==> src/core/src_consts.vh <==
`ifndef SRC_CONSTS_VH
`define SRC_CONSTS_VH

// register indices on the plain register port
`define SRC_REG_CTRL 3'h0
`define SRC_REG_FMT 3'h1
`define SRC_REG_FUPPER 3'h2
`define SRC_REG_FLOWER 3'h3
`define SRC_REG_CAL 3'h4
`define SRC_REG_STATUS 3'h5
`define SRC_REG_XFER 3'h6

// control register fields
`define SRC_CTRL_WINDOW 0
`define SRC_CTRL_EXPANDED 1
`define SRC_CTRL_INIT_DELAY_DISABLE 2
`define SRC_CTRL_FREQ_SELECT_ENABLE 3

// clock and format register fields
`define SRC_FMT_CSS 0
`define SRC_FMT_CFS_LO 1
`define SRC_FMT_CFS_HI 3

// calibration register fields
`define SRC_CAL_REQ 0
`define SRC_CAL_ACTIVE 1

// status register fields
`define SRC_STAT_BUSY 0
`define SRC_STAT_RUNNING 1

// reset values, the busy pattern and the fine rate limits
`define SRC_BUSY_BYTE 8'h80
`define SRC_FMT_RESET 8'h00
`define SRC_FREQ_RESET 16'hBB80
`define SRC_FREQ_MIN 16'h0FA0
`define SRC_FREQ_MAX 16'hC350

// timing: 200 us compat wait, 384 sample calibration, 20 MHz clock
`define SRC_CLK_HZ 20000000
`define SRC_COMPAT_US 200
`define SRC_COMPAT_CYC ((`SRC_CLK_HZ / 1000000) * `SRC_COMPAT_US)
`define SRC_CAL_SAMPLES 384
`define SRC_SETTLE_TICKS 4

`endif

==> src/core/src_rate_ctrl.v <==
`timescale 1ns/100ps
`include "src_consts.vh"

// Functional notes
// - Legacy set changes rate by window or format write, expanded set by the frequency select pair when freq_select_enable is set.
// - Host writes are dropped without effect while resynchronisation runs.
// - Host reads return 80h until resynchronisation finishes.
// - Divide or source changes written in one cycle apply on the fly in both sets.
// - An on-the-fly change with the window closed shows the busy pattern for the 200 us compat wait plus four sample ticks at the new rate.
// - With init delay disabled the compatibility wait is skipped.
// - The generator derives 46,001 distinct rates (4000..50000 Hz) from the single clock.
// - The calibration flag stays high while calibration runs.
// - A transfer enabled during calibration waits until calibration ends.
module src_rate_ctrl (
  // clock and reset
  input wire clk_i,
  input wire rst_i,
  // register port
  input wire [2:0] addr_i,
  input wire [7:0] wdata_i,
  input wire wr_i,
  input wire rd_i,
  output reg [7:0] rdata_o,
  // rate generator outputs
  output wire sample_tick_o,
  output wire [15:0] rate_hz_o,
  output wire busy_o,
  output wire cal_active_o,
  output wire xfer_run_o
);

  localparam ST_IDLE = 2'h0;
  localparam ST_COMPAT = 2'h1;
  localparam ST_SETTLE = 2'h2;

  // integer forms of the timing counts, cut to counter width on purpose
  localparam integer COMPAT_INT = `SRC_COMPAT_CYC;
  localparam integer CAL_INT = `SRC_CAL_SAMPLES;
  localparam integer SETTLE_INT = `SRC_SETTLE_TICKS;
  localparam integer CLK_INT = `SRC_CLK_HZ;
  localparam [13:0] COMPAT_CYC = COMPAT_INT[13:0];
  localparam [8:0] CAL_LEN = CAL_INT[8:0];
  localparam [2:0] SETTLE_LEN = SETTLE_INT[2:0];
  localparam [24:0] CLK_HZ = CLK_INT[24:0];

  // legacy divide table in Hz; the alternate source halves each entry
  localparam [15:0] RATE_DIV0 = 16'h1F40;
  localparam [15:0] RATE_DIV1 = 16'h3E80;
  localparam [15:0] RATE_DIV2 = 16'h7D00;
  localparam [15:0] RATE_DIV3 = 16'hAC44;
  localparam [15:0] RATE_DIV4 = 16'h5622;
  localparam [15:0] RATE_DIV5 = 16'h2B11;
  localparam [15:0] RATE_DIV6 = 16'hBB80;

  // software-visible control state
  reg window_q;
  reg expanded_q;
  reg init_delay_disable_q;
  reg freq_select_enable_q;
  reg css_q;
  reg [2:0] cfs_q;
  reg [7:0] fupper_q;
  reg [7:0] flower_q;
  reg cal_req_q;
  reg cal_first_q;
  reg cal_active_q;
  reg [8:0] cal_cnt_q;
  reg xfer_en_q;

  // resync sequencer and rate generator state
  reg [1:0] state_q;
  reg [13:0] wait_q;
  reg [2:0] settle_q;
  reg [24:0] acc_q;
  reg tick_q;
  reg [15:0] rate_q;

  // decoded strobes and combinational rate
  wire busy;
  wire wr_ok;
  wire fmt_change;
  wire freq_write;
  wire [15:0] fine_rate;
  reg [15:0] legacy_rate;
  reg [15:0] rate_d;
  wire wr_ctrl;
  wire wr_fmt;
  wire wr_fine;
  wire fine_ok;
  wire cal_start;
  wire compat_done;
  wire settle_done;
  wire cal_done;
  wire [24:0] acc_sum;

  // one busy flag drives both write gating and read forcing
  assign busy = (state_q != ST_IDLE);
  assign wr_ok = wr_i & ~busy;
  assign busy_o = busy;
  assign cal_active_o = cal_active_q;
  assign sample_tick_o = tick_q;
  assign rate_hz_o = rate_q;
  // transfers held back until calibration has ended
  assign xfer_run_o = xfer_en_q & ~cal_active_q;

  // per-register write enables, all behind the busy gate
  assign wr_ctrl = wr_ok && (addr_i == `SRC_REG_CTRL);
  assign wr_fmt = wr_ok && (addr_i == `SRC_REG_FMT);
  assign wr_fine = wr_ok && ((addr_i == `SRC_REG_FUPPER) || (addr_i == `SRC_REG_FLOWER));
  // the 1 Hz select pair is live only in the expanded set with freq_select_enable set
  assign fine_ok = expanded_q && freq_select_enable_q;

  // a single write that moves divide or source starts a resync
  assign fmt_change = wr_fmt &&
    ((wdata_i[`SRC_FMT_CSS] != css_q) ||
     (wdata_i[`SRC_FMT_CFS_HI:`SRC_FMT_CFS_LO] != cfs_q));
  // fine select writes count only while the pair is live
  assign freq_write = wr_fine && fine_ok;

  // calibration starts when the window closes with a request, or the first time after reset
  assign cal_start = wr_ctrl && window_q && !wdata_i[`SRC_CTRL_WINDOW] && (cal_req_q || cal_first_q);
  // end points of the compat wait, the settle count and the calibration count
  assign compat_done = (wait_q == COMPAT_CYC - 14'h0001);
  assign settle_done = (settle_q == SETTLE_LEN - 3'h1);
  assign cal_done = (cal_cnt_q == CAL_LEN - 9'h001);
  // running accumulator sum, shared by the compare and the update
  assign acc_sum = acc_q + {9'h000, rate_q};

  // fine rate clamped to the generator span of 4000..50000 Hz
  assign fine_rate = ({fupper_q, flower_q} < `SRC_FREQ_MIN) ? `SRC_FREQ_MIN :
    (({fupper_q, flower_q} > `SRC_FREQ_MAX) ? `SRC_FREQ_MAX : {fupper_q, flower_q});

  // legacy divide table, halved for the alternate source
  always @* begin
    case (cfs_q)
      3'h0: legacy_rate = RATE_DIV0;
      3'h1: legacy_rate = RATE_DIV1;
      3'h2: legacy_rate = RATE_DIV2;
      3'h3: legacy_rate = RATE_DIV3;
      3'h4: legacy_rate = RATE_DIV4;
      3'h5: legacy_rate = RATE_DIV5;
      3'h6: legacy_rate = RATE_DIV6;
      default: legacy_rate = RATE_DIV1;
    endcase
    if (css_q) begin
      legacy_rate = {1'b0, legacy_rate[15:1]};
    end
    // expanded set with freq_select_enable uses the 1 Hz select pair
    rate_d = (expanded_q && freq_select_enable_q) ? fine_rate : legacy_rate;
  end

  // control registers, written only when not busy
  always @(posedge clk_i) begin
    if (rst_i) begin
      window_q <= 1'b0;
      expanded_q <= 1'b0;
      init_delay_disable_q <= 1'b0;
      freq_select_enable_q <= 1'b0;
      css_q <= 1'b0;
      cfs_q <= 3'h0;
      fupper_q <= 8'hBB;
      flower_q <= 8'h80;
      cal_req_q <= 1'b0;
      xfer_en_q <= 1'b0;
    end else if (wr_ok) begin
      case (addr_i)
        `SRC_REG_CTRL: begin
          window_q <= wdata_i[`SRC_CTRL_WINDOW];
          expanded_q <= wdata_i[`SRC_CTRL_EXPANDED];
          init_delay_disable_q <= wdata_i[`SRC_CTRL_INIT_DELAY_DISABLE];
          freq_select_enable_q <= wdata_i[`SRC_CTRL_FREQ_SELECT_ENABLE];
        end
        `SRC_REG_FMT: begin
          css_q <= wdata_i[`SRC_FMT_CSS];
          cfs_q <= wdata_i[`SRC_FMT_CFS_HI:`SRC_FMT_CFS_LO];
        end
        `SRC_REG_FUPPER: begin
          if (expanded_q && freq_select_enable_q) begin
            fupper_q <= wdata_i;
          end
        end
        `SRC_REG_FLOWER: begin
          if (expanded_q && freq_select_enable_q) begin
            flower_q <= wdata_i;
          end
        end
        `SRC_REG_CAL: cal_req_q <= wdata_i[`SRC_CAL_REQ];
        `SRC_REG_XFER: xfer_en_q <= wdata_i[0];
        default: ;
      endcase
    end
  end

  // resync sequencer: optional compat wait, then settle over sample ticks
  always @(posedge clk_i) begin
    if (rst_i) begin
      state_q <= ST_IDLE;
      wait_q <= 14'h0000;
      settle_q <= 3'h0;
    end else begin
      case (state_q)
        ST_IDLE: begin
          if (fmt_change) begin
            settle_q <= 3'h0;
            if (window_q || init_delay_disable_q) begin
              state_q <= ST_SETTLE;
            end else begin
              wait_q <= 14'h0000;
              state_q <= ST_COMPAT;
            end
          end else if (freq_write) begin
            settle_q <= 3'h0;
            state_q <= ST_SETTLE;
          end
        end
        ST_COMPAT: begin
          if (compat_done) begin
            state_q <= ST_SETTLE;
          end else begin
            wait_q <= wait_q + 14'h0001;
          end
        end
        ST_SETTLE: begin
          // stable once several ticks at the new rate have passed
          if (tick_q) begin
            if (settle_done) begin
              state_q <= ST_IDLE;
            end else begin
              settle_q <= settle_q + 3'h1;
            end
          end
        end
        default: state_q <= ST_IDLE;
      endcase
    end
  end

  // fractional accumulator produces one tick per sample at rate_q
  always @(posedge clk_i) begin
    if (rst_i) begin
      acc_q <= 25'h0000000;
      tick_q <= 1'b0;
      rate_q <= `SRC_FREQ_RESET;
    end else begin
      rate_q <= rate_d;
      if (acc_sum >= CLK_HZ) begin
        acc_q <= acc_sum - CLK_HZ;
        tick_q <= 1'b1;
      end else begin
        acc_q <= acc_sum;
        tick_q <= 1'b0;
      end
    end
  end

  // calibration starts when the window closes with a request, or first time
  always @(posedge clk_i) begin
    if (rst_i) begin
      cal_first_q <= 1'b1;
      cal_active_q <= 1'b0;
      cal_cnt_q <= 9'h000;
    end else if (cal_start) begin
      cal_first_q <= 1'b0;
      cal_active_q <= 1'b1;
      cal_cnt_q <= 9'h000;
    end else if (cal_active_q && tick_q) begin
      if (cal_done) begin
        cal_active_q <= 1'b0;
      end else begin
        cal_cnt_q <= cal_cnt_q + 9'h001;
      end
    end
  end

  // read data one cycle later, forced to the busy byte during resync
  always @(posedge clk_i) begin
    if (rst_i) begin
      rdata_o <= 8'h00;
    end else if (rd_i) begin
      if (busy) begin
        rdata_o <= `SRC_BUSY_BYTE;
      end else begin
        case (addr_i)
          `SRC_REG_CTRL: rdata_o <= {4'h0, freq_select_enable_q, init_delay_disable_q, expanded_q, window_q};
          `SRC_REG_FMT: rdata_o <= {4'h0, cfs_q, css_q};
          `SRC_REG_FUPPER: rdata_o <= fupper_q;
          `SRC_REG_FLOWER: rdata_o <= flower_q;
          `SRC_REG_CAL: rdata_o <= {6'h00, cal_active_q, cal_req_q};
          `SRC_REG_STATUS: rdata_o <= {6'h00, xfer_run_o, 1'b0};
          `SRC_REG_XFER: rdata_o <= {7'h00, xfer_en_q};
          default: rdata_o <= 8'h00;
        endcase
      end
    end
  end

endmodule

==> config.mk <==
export PLATFORM = sky130hd
export DESIGN_NAME = src_rate_ctrl
export DESIGN_NICKNAME = d
export VERILOG_FILES = /design/src/core/src_rate_ctrl.v
export VERILOG_INCLUDE_DIRS = /design/src /design/src/core
export SDC_FILE = /design/constraint.sdc
export NUM_CORES = 1
export LEC_CHECK = 0
export BUFFER_PORTS_ARGS = -buffer_cell sky130_fd_sc_hd__buf_2
export CORE_ASPECT_RATIO = 0.8
export CORE_MARGIN = 2
export CORE_UTILIZATION = 57
export CTS_BUF_LIST = sky130_fd_sc_hd__clkbuf_8
export DETAILED_ROUTE_END_ITERATION = 8
export GPL_ROUTABILITY_DRIVEN = 1
export HOLD_SLACK_MARGIN = 0.03
export PLACE_DENSITY = 0.75
export RECOVER_POWER = 25
export SLEW_MARGIN = 0
export SYNTH_ARGS = -nofsm -noshare
export SYNTH_HDL_FRONTEND = slang
export SYNTH_SLANG_ARGS = --single-unit
==> constraint.sdc <==
create_clock -name clk_i -period 3.8 [get_ports clk_i]
set_clock_uncertainty 0.1 [all_clocks]
set_input_delay 0.57 -clock clk_i [delete_from_list [all_inputs] [get_ports clk_i]]
set_output_delay 0.57 -clock clk_i [all_outputs]
set_load 0.1 [all_outputs]
==> summary.md, run 1 <==
| Metric | Value |
|---|---|
| Status | complete, no violations |
| Worst vdd ir | 246 µV |
| Final Util | 0.682 |
| Area growth from synthesis to layout | 17.4% |
| Die area | 0.0119 mm² |
| Largest net degree at the start of global routing | 57 |
| # setup viols final | 0 |
| Max-Slew Margin vs Limit | 0.305 |
| Slowest Stage Delay on Critical Path | 400 ps |
| Worst path required time | 3980 ps |
| Most used DFF post-synth | dfxtp_1 |
| Crit start category | flop |
| # port buffers | 42 |
| Worst-path cell chain | ha_4 > fa_2 > nand3_2 > a21oi_2 > or2_4 > buf_6 > xnor2_4 > inv_2 > ha_4 > nand3_2 > nor3_2 > nand3_1 > nor4_2 > buf_4 > a31o_4 > a21oi_4 > a2111oi_4 > mux2_4 |
| Die width | 121 µm |
| Ys async rst share | 0 |
| Class of the worst hold path | in -> reg |
| Initial antenna violation count | 0 |
| Mapped Cells | 772 |
| Worst skew pair latency | 380 ps |
| Total grt overflow | 0 |
| Endpoints failing hold | 0 |
| CTS tree | yes |
| WHS | 309 ps |
| Yosys Warn Count | 0 |
| TritonCTS buffer count | 9 |
| Total core area | 0.0108 mm² |
| Max Freq | 0.264 GHz |
| Register area share after synthesis | 0.338 |
| Period minus WS final | 3780 ps |
| RD Place Congestion | 1.06 |
| Static Leak | 2.87 nW |
| WL/cell | 17.1 µm |
| Worst slew pin tran | 1040 ps |
| Unrepaired setup endpoints after global routing | yes |
| CP arrival | 3960 ps |
| IO Pins | 43 |
| Critical path type | reg -> reg |
| Final net count | 870 |
| Crit-path leading delay family | simple AND/OR/NAND/NOR gates |
| Slew Limit Fails | 0 |
| Layout cells sized above 1 | 0.223 |
| Worst path bufs/invs | 3 |
| Rows | 34 |
| Initial core utilization | 0.581 |
| Endpoint class of the critical path | flop |
| Mapped Nets | 810 |
| Synthesized area | 0.00628 mm² |
| Filler Cells Inserted | 862 |
| Clock tree buffer depth | 2 |
| Worst-path clk slew | 110 ps |
| Hold buffer count at CTS | 0 |
| Synth Register Bits | 106 |
| Via Count | 5961 |
| Most common cell after layout, fill and taps aside | nor2_1 |
| Synth cell types | 66 |
| CTS root buf | clkbuf_8 |
| DRT antenna net count | 0 |
| Total Routing Usage GR | 0.283 |
| Syn Area/Cell | 8.13 µm² |
| Critical-path top delay cell | fa_2 |
| Post-synth EDFFs | 0 |
| Most frequent cells in the layout | nor2_1 (108), dfxtp_1 (90), nand2_1 (53), a21oi_1 (53), buf_4 (46) |
| Drc violations | 0 |
| Vias in the first global route | 5532 |
| Power after layout | 3.45 mW |
| 1st-iter DRT viols | 485 |
| Clock Sinks | 106 |
| N_diodes | 0 |
| Total wire length | 16.8 mm |
| Tcrit/Tclk final | 0.996 |
| Chip height | 97.9 µm |
| CP max FO | 5 |
| Vias per inst | 6.08 |
| HPWL after DPL | 12.3 mm |
| First-pass GRT wire length | 27.4 mm |
| Power per cell area | 468 mW/mm² |
| Maximum capacitance violations | 0 |
| H-Tree Depth | 3 |
| First-pass DRT Iterations | 5 |
[area by class of cell]
cell class                 instances  area (µm²)  share of cell area
timing repair buffer              92         601              0.0815
inverter                          17        63.8             0.00866
sequential                       106        2160               0.293
clock buffer                      10         138              0.0187
multi-input combinational        606        4170               0.566
clock inverter                     6        57.6             0.00781
tap                              144         180              0.0244
[metrics by stage]
step	setup WS [ps]	cell area, µm²	cells	setup TNS, ps
final	16.0	7370	981	0
after global placement	-77.1	6900	963	-82.1
after floorplan	11.2	6340	772	0
after global routing	-190	7370	981	-1450
after detailed placement	-120	6900	963	-295
after CTS	1.60	7170	980	0
[worst paths after layout]
kind	from	endpoint	slack [ps]	cells past startpoint
max	rate_hz_o[0]	acc_q[21]	20	18
min	wdata_i[4]	fupper_q[4]	310	2
max reg2reg	rate_hz_o[0]	acc_q[21]	20	18
min reg2reg	cal_first_q	cal_first_q	370	1
[cells in the mapped netlist (8+ instances only)]
cell type  instances  share of area
o21ai_0           29          0.023
a21o_1            13          0.016
mux2i_1           22          0.035
dfxtp_1          106           0.34
a211oi_1           9          0.011
nor3_1            19          0.015
clkbuf_1          33          0.020
nand2_1           53          0.032
mux2_1             8          0.014
ha_1              22          0.044
nor2b_1           33          0.033
mux2_2             8          0.014
nand4_1           15          0.015
a21oi_1           64          0.051
a211o_1           15          0.021
inv_1             17          0.010
xnor2_1           18          0.025
xor2_1            27          0.038
nand3_1           23          0.018
nand2b_1          12          0.012
o211ai_1           8         0.0096
nor2_1           110          0.066
[state kept, by name, indices dropped and copies added, names as in the netlist, 2 cells and up]
signal and flops:
acc_q 25, rate_hz_o 16, wait_q 14, cal_cnt_q 9, flower_q 8, fupper_q 8
rdata_o 8, cfs_q 3, settle_q 3, state_q 2
[power breakdown]
group	leakage, nW	internal [mW]	switching [mW]
Combinational	1.90	0.622	0.932
Sequential	0.864	1.16	0.0403
Clock	0.101	0.272	0.421
Total	2.87	2.06	1.39
[per-layer routing]
metal | GRT usage | wire length (µm) | up-vias | part of all wire
met5 | 0 | 0 | - | 0
met4 | 0.0707 | 300 | 0 | 0.018
met3 | 0.0648 | 1170 | 23 | 0.069
met2 | 0.435 | 7540 | 220 | 0.45
met1 | 0.404 | 7820 | 2844 | 0.46
li1 | - | - | 2874 | -
[kinds of logic after synthesis]
family | count (synthesis) | synth area share
mux | 40 | 0.0710
compound gates | 196 | 0.210
flops | 106 | 0.338
buf+inv | 60 | 0.0393
fa+ha+maj | 23 | 0.0470
simple gates | 302 | 0.231
xor+xnor | 45 | 0.0628
[what timing repair did]
item                       CTS  global route
setup buffers                1             1
setup endpoints to repair   11            16
resized for setup           14            37
pin swaps                    4            12
(Power assumes the default switching activity.)
==> run 2: changes to the inputs <==
--- a/constraint.sdc
+++ b/constraint.sdc
@@ -3,3 +3,3 @@
 set_input_delay 0.57 -clock clk_i [delete_from_list [all_inputs] [get_ports clk_i]]
 set_output_delay 0.57 -clock clk_i [all_outputs]
-set_load 0.1 [all_outputs]
+set_load 0.005 [all_outputs]
==> run 2 against run 1 <==
The run now ends with capacitance limit, slew limit, setup timing left. Fmax down 0.78%. Utilization up 0.39 points. Worst hold slack better by 12 ps. Via count up 2.3%. Die area unchanged. Power up 1.6%. Combinational power up 5%. Critical path type unchanged.
==> summary.md, run 2 (synthesized netlist as in run 1, its figures left out) <==
| Metric | Value |
|---|---|
| Setup TNS | -13.6 ps |
| # port buffers | 42 |
| CP arrival | 3970 ps |
| Max reg flops | 25 |
| WHS | 321 ps |
| Max Freq | 0.262 GHz |
| Worst-path cell chain | ha_4 > fa_2 > nand3_2 > a21oi_2 > or2_1 > o311a_1 > or4b_4 > nor4_4 > buf_4 > a31o_4 > a21oi_4 > a2111oi_4 > mux2_4 |
| Class of the worst hold path | in -> reg |
| HPWL after DPL | 12.4 mm |
| Die width | 121 µm |
| Total wire length | 17.4 mm |
| Via Count | 6100 |
| Total Routing Usage GR | 0.281 |
| Critical-path top delay cell | or4b_4 |
| Die area | 0.0119 mm² |
| R2R Setup Slk | -10 ps |
| Worst path required time | 3960 ps |
| Initial core utilization | 0.581 |
| Vias in the first global route | 5569 |
| Final net count | 882 |
| Clock Sinks | 106 |
| Tcrit/Tclk final | 1.00 |
| Placed cell count | 972 |
| # setup viols final | 1 |
| CTS root buf | clkbuf_8 |
| Endpoints failing hold | 0 |
| Final WS setup | -13.6 ps |
| Most frequent cells in the layout | nor2_1 (109), dfxtp_1 (105), buf_4 (58) |
| Layout cells sized above 1 | 0.205 |
| Crit-path leading delay family | simple AND/OR/NAND/NOR gates |
| Total grt overflow | 0 |
| Failing checks | capacitance limit, slew limit, setup timing |
| TritonCTS buffer count | 9 |
| Max-Slew Margin vs Limit | -0.0553 |
| Final non-filler cell total | 993 |
| Endpoint class of the critical path | flop |
| Critical path type | reg -> reg |
| Maximum capacitance violations | 1 |
| WL/cell | 17.5 µm |
| Total core area | 0.0108 mm² |
| IO Pins | 43 |
| First-pass GRT wire length | 27.1 mm |
| Area growth from synthesis to layout | 18.1% |
| Hold buffer count at CTS | 0 |
| Crit start category | flop |
| Slew Limit Fails | 39 |
| Worst slew pin tran | 1580 ps |
| DRT antenna net count | 0 |
| Period minus WS final | 3810 ps |
| Worst skew pair latency | 370 ps |
| Rows | 34 |
| Worst vdd ir | 236 µV |
| Clock tree buffer depth | 2 |
| Static Leak | 2.90 nW |
| First-pass DRT Iterations | 5 |
| Chip height | 97.9 µm |
| Most common cell after layout, fill and taps aside | nor2_1 |
| Status | complete, but fails checks |
| 1st-iter DRT viols | 764 |
| Pre-CTS setup slack | -158 ps |
| Worst path bufs/invs | 1 |
| Reg with most FFs | acc_q |
| Power per cell area | 473 mW/mm² |
| Slowest Stage Delay on Critical Path | 510 ps |
| Largest net degree at the start of global routing | 39 |
| CTS tree | yes |
| Initial antenna violation count | 0 |
| N_diodes | 0 |
| Drc violations | 0 |
| RD Place Congestion | 0.965 |
| H-Tree Depth | 3 |
| CP max FO | 5 |
| Vias per inst | 6.14 |
| Worst-path clk slew | 100 ps |
| Power after layout | 3.51 mW |
| Unrepaired setup endpoints after global routing | yes |
==> run 2: area by class of cell <==
class,count,area [µm²]
Multi-Input combinational cell,606,4180
Fill cell,923,3390
Sequential cell,106,2120
Timing Repair Buffer,104,676
Tap cell,144,180
Clock buffer,11,151
Inverter,17,63.8
Clock inverter,5,37.5
==> run 2: worst reg2reg max path: cells and delay by family, from the launching register on <==
family / cells / cell delay (ps)
simple gates: 4 / 1160
mux: 1 / 330
fa+ha+maj: 2 / 570
buf+inv: 1 / 160
compound gates: 5 / 1040
flops: 1 / 360
==> run 2: timing repair <==
action                                  in CTS  in global routing
gates resized for setup                     16                 42
hold endpoints to repair                     0                  0
setup buffers                                0                  5
endpoints found under the setup margin      14                 18
pin swaps                                    3                 17
==> run 2: final timing paths <==
check | from | cells past startpoint | endpoint
hold / removal | wdata_i[5] | 2 | fupper_q[5]
hold reg to reg | rdata_o[0] | 2 | rdata_o[0]
setup / recovery | acc_q[0] | 13 | acc_q[21]
setup reg to reg | acc_q[0] | 13 | acc_q[21]
==> run 2: routing by layer <==
metal | vias up | share of wire | GRT usage | wire [µm]
met2 | 258 | 0.45 | 0.426 | 7770
li1 | 2908 | - | - | -
met1 | 2905 | 0.44 | 0.402 | 7690
met4 | 0 | 0.017 | 0.0637 | 300
met3 | 29 | 0.092 | 0.0730 | 1600
met5 | - | 0 | 0 | 0
==> run 2: power by group <==
group          internal (mW)  leakage, nW  switching, mW
registers               1.17        0.861         0.0424
logic                  0.676         1.94          0.951
clock network          0.279       0.0977          0.392
total                   2.12         2.90           1.39
==> run 2: metrics by stage <==
step / instance area (µm²) / utilization
floorplan: 6280 / -
detailed placement: 6910 / 0.640
global placement: 6910 / 0.640
CTS: 7180 / 0.664
global route: 7410 / 0.686
finish: 7410 / 0.686
==> run 3: changes to the inputs <==
Settings changed: CORE_UTILIZATION 57 to 60, SETUP_SLACK_MARGIN from default to 0.3.
Clock period 3.8 ns to 4.48 ns, I/O delays scaled along.
==> run 3 against run 2 <==
The flow finishes with violations (capacitance limit, slew limit). Largest power group unchanged. Register-to-register slack better by 480 ps. Critical endpoint is now acc_q[22]. Worst hold slack better by 45 ps. Power is 22% lower.
==> summary.md, run 3 (synthesized netlist as in run 1, its figures left out) <==
| Metric | Value |
|---|---|
| Status | complete, but fails checks |
| Failing checks | capacitance limit, slew limit |
| Maximum capacitance violations | 1 |
| Die area | 0.0113 mm² |
| Die width | 118 µm |
| CTS root buf | clkbuf_8 |
| Static Leak | 2.62 nW |
| Max reg flops | 25 |
| Initial core utilization | 0.615 |
| Most frequent cells in the layout | nor2_1 (108), dfxtp_1 (106), a21oi_1 (64) |
| TritonCTS buffer count | 9 |
| Sequential cell area | 0.00212 mm² |
| RD Place Congestion | 0.911 |
| First-pass GRT wire length | 25.5 mm |
| Setup Fix Bufs, Post-CTS | 0 |
| DRT antenna net count | 0 |
| Crit start category | flop |
| # setup viols final | 0 |
| Final non-filler cell total | 937 |
| Class of the worst hold path | reg -> reg |
| CP arrival | 4180 ps |
| Reg with most FFs | acc_q |
| Net Switching | 1.02 mW |
| Vias per inst | 6.21 |
| Clock Sinks | 106 |
| CP max FO | 5 |
| Via Count | 5822 |
| Placed cell count | 921 |
| Total wire length | 15.7 mm |
| Hold buffer count at CTS | 0 |
| Initial antenna violation count | 0 |
| N_diodes | 0 |
| Drc violations | 0 |
| WL/cell | 16.7 µm |
| IO Pins | 43 |
| Sw frac | 0.374 |
| CTS tree | yes |
| Largest net degree at the start of global routing | 57 |
| Worst slew pin tran | 2420 ps |
| Multi-input gate area | 0.00398 mm² |
| # port buffers | 42 |
| 1st-iter DRT viols | 621 |
| Total Routing Usage GR | 0.281 |
| Cell Int Power | 1.71 mW |
| Period minus WS final | 4020 ps |
| HPWL after DPL | 11.6 mm |
| First-pass DRT Iterations | 5 |
| Worst-path clk slew | 100 ps |
| Area growth from synthesis to layout | 8.71% |
| Vias in the first global route | 5104 |
| WHS | 366 ps |
| Register share of total power | 0.374 |
| Worst path required time | 4650 ps |
| Slew Limit Fails | 57 |
| Endpoint class of the critical path | flop |
| Unrepaired setup endpoints after global routing | no |
| Total grt overflow | 0 |
| Worst skew pair latency | 370 ps |
| Setup TNS | 0 ps |
| H-Tree Depth | 3 |
| Clock tree buffer depth | 2 |
| Total core area | 0.0102 mm² |
| Clk pwr share | 0.236 |
| Power per cell area | 401 mW/mm² |
| Critical path type | reg -> reg |
| Most common cell after layout, fill and taps aside | nor2_1 |
| Filler Cells Inserted | 864 |
| Max Freq | 0.249 GHz |
| Layout cells sized above 1 | 0.102 |
| Chip height | 95.5 µm |
| Comb power frac | 0.390 |
| Worst vdd ir | 245 µV |
| Tcrit/Tclk final | 0.897 |
| Final net count | 830 |
| Max-Slew Margin vs Limit | -0.611 |
| Rows | 33 |
| Endpoints failing hold | 0 |
## run 3: worst paths after layout
kind | cells after the start | startpoint | slack (ps) | endpoint
hold reg to reg | 2 | rdata_o[0] | 370 | rdata_o[0]
setup reg to reg | 12 | rate_hz_o[0] | 460 | acc_q[22]
setup / recovery | 12 | rate_hz_o[0] | 460 | acc_q[22]
hold / removal | 2 | rdata_o[0] | 370 | rdata_o[0]
## run 3: what timing repair did
item,4_1_cts,5_1_grt
resized for setup,2,12
pin swaps,0,1
setup endpoints to repair,9,12
## run 3: metrics by stage
step / utilization / worst slack (ps) / power (mW) / area [µm²]
5_1_grt: 0.669 / 283 / 2.90 / 6820
4_1_cts: 0.666 / 335 / 2.67 / 6800
2_1_floorplan: - / 687 / 1.78 / 6280
6_report: 0.669 / 461 / 2.74 / 6820
3_3_place_gp: 0.644 / 284 / 2.01 / 6570
3_5_place_dp: 0.644 / 188 / 2.02 / 6570
## run 3: power groups by stage
stage	Clock [mW]	Sequential [mW]	Combinational, mW
after CTS	0.660	1.02	0.990
after global routing	0.697	1.03	1.18
after global placement	0	1.04	0.965
after detailed placement	0	1.04	0.978
after floorplan	0	1.03	0.753
final	0.646	1.02	1.07
## run 3: layout make-up
class / count / share of cell area
clock buffers: 10 / 0.0202
inverters: 17 / 0.00935
clock inverters: 6 / 0.0119
well taps: 140 / 0.0257
multi-input cells: 606 / 0.583
flip-flops and latches: 106 / 0.311
repair buffers: 52 / 0.0387
## run 3: metal layers
layer | global-route usage | vias up | wire (µm)
met5 | 0 | - | 0
met4 | 0.0643 | 0 | 142
met3 | 0.0568 | 16 | 1250
met2 | 0.411 | 232 | 6560
met1 | 0.423 | 2777 | 7720
li1 | - | 2797 | -
## run 3: worst max-delay path, stage by stage (launching register included)
cell and delay [ps]:
dfxtp_1 330, ha_1 240, fa_2 380, nand3_1 110
a21oi_1 110, or2_4 270, o311a_1 380, or4b_4 570
nor4_4 330, a31o_4 220, a21oi_2 120, a221oi_1 400
mux2_1 350
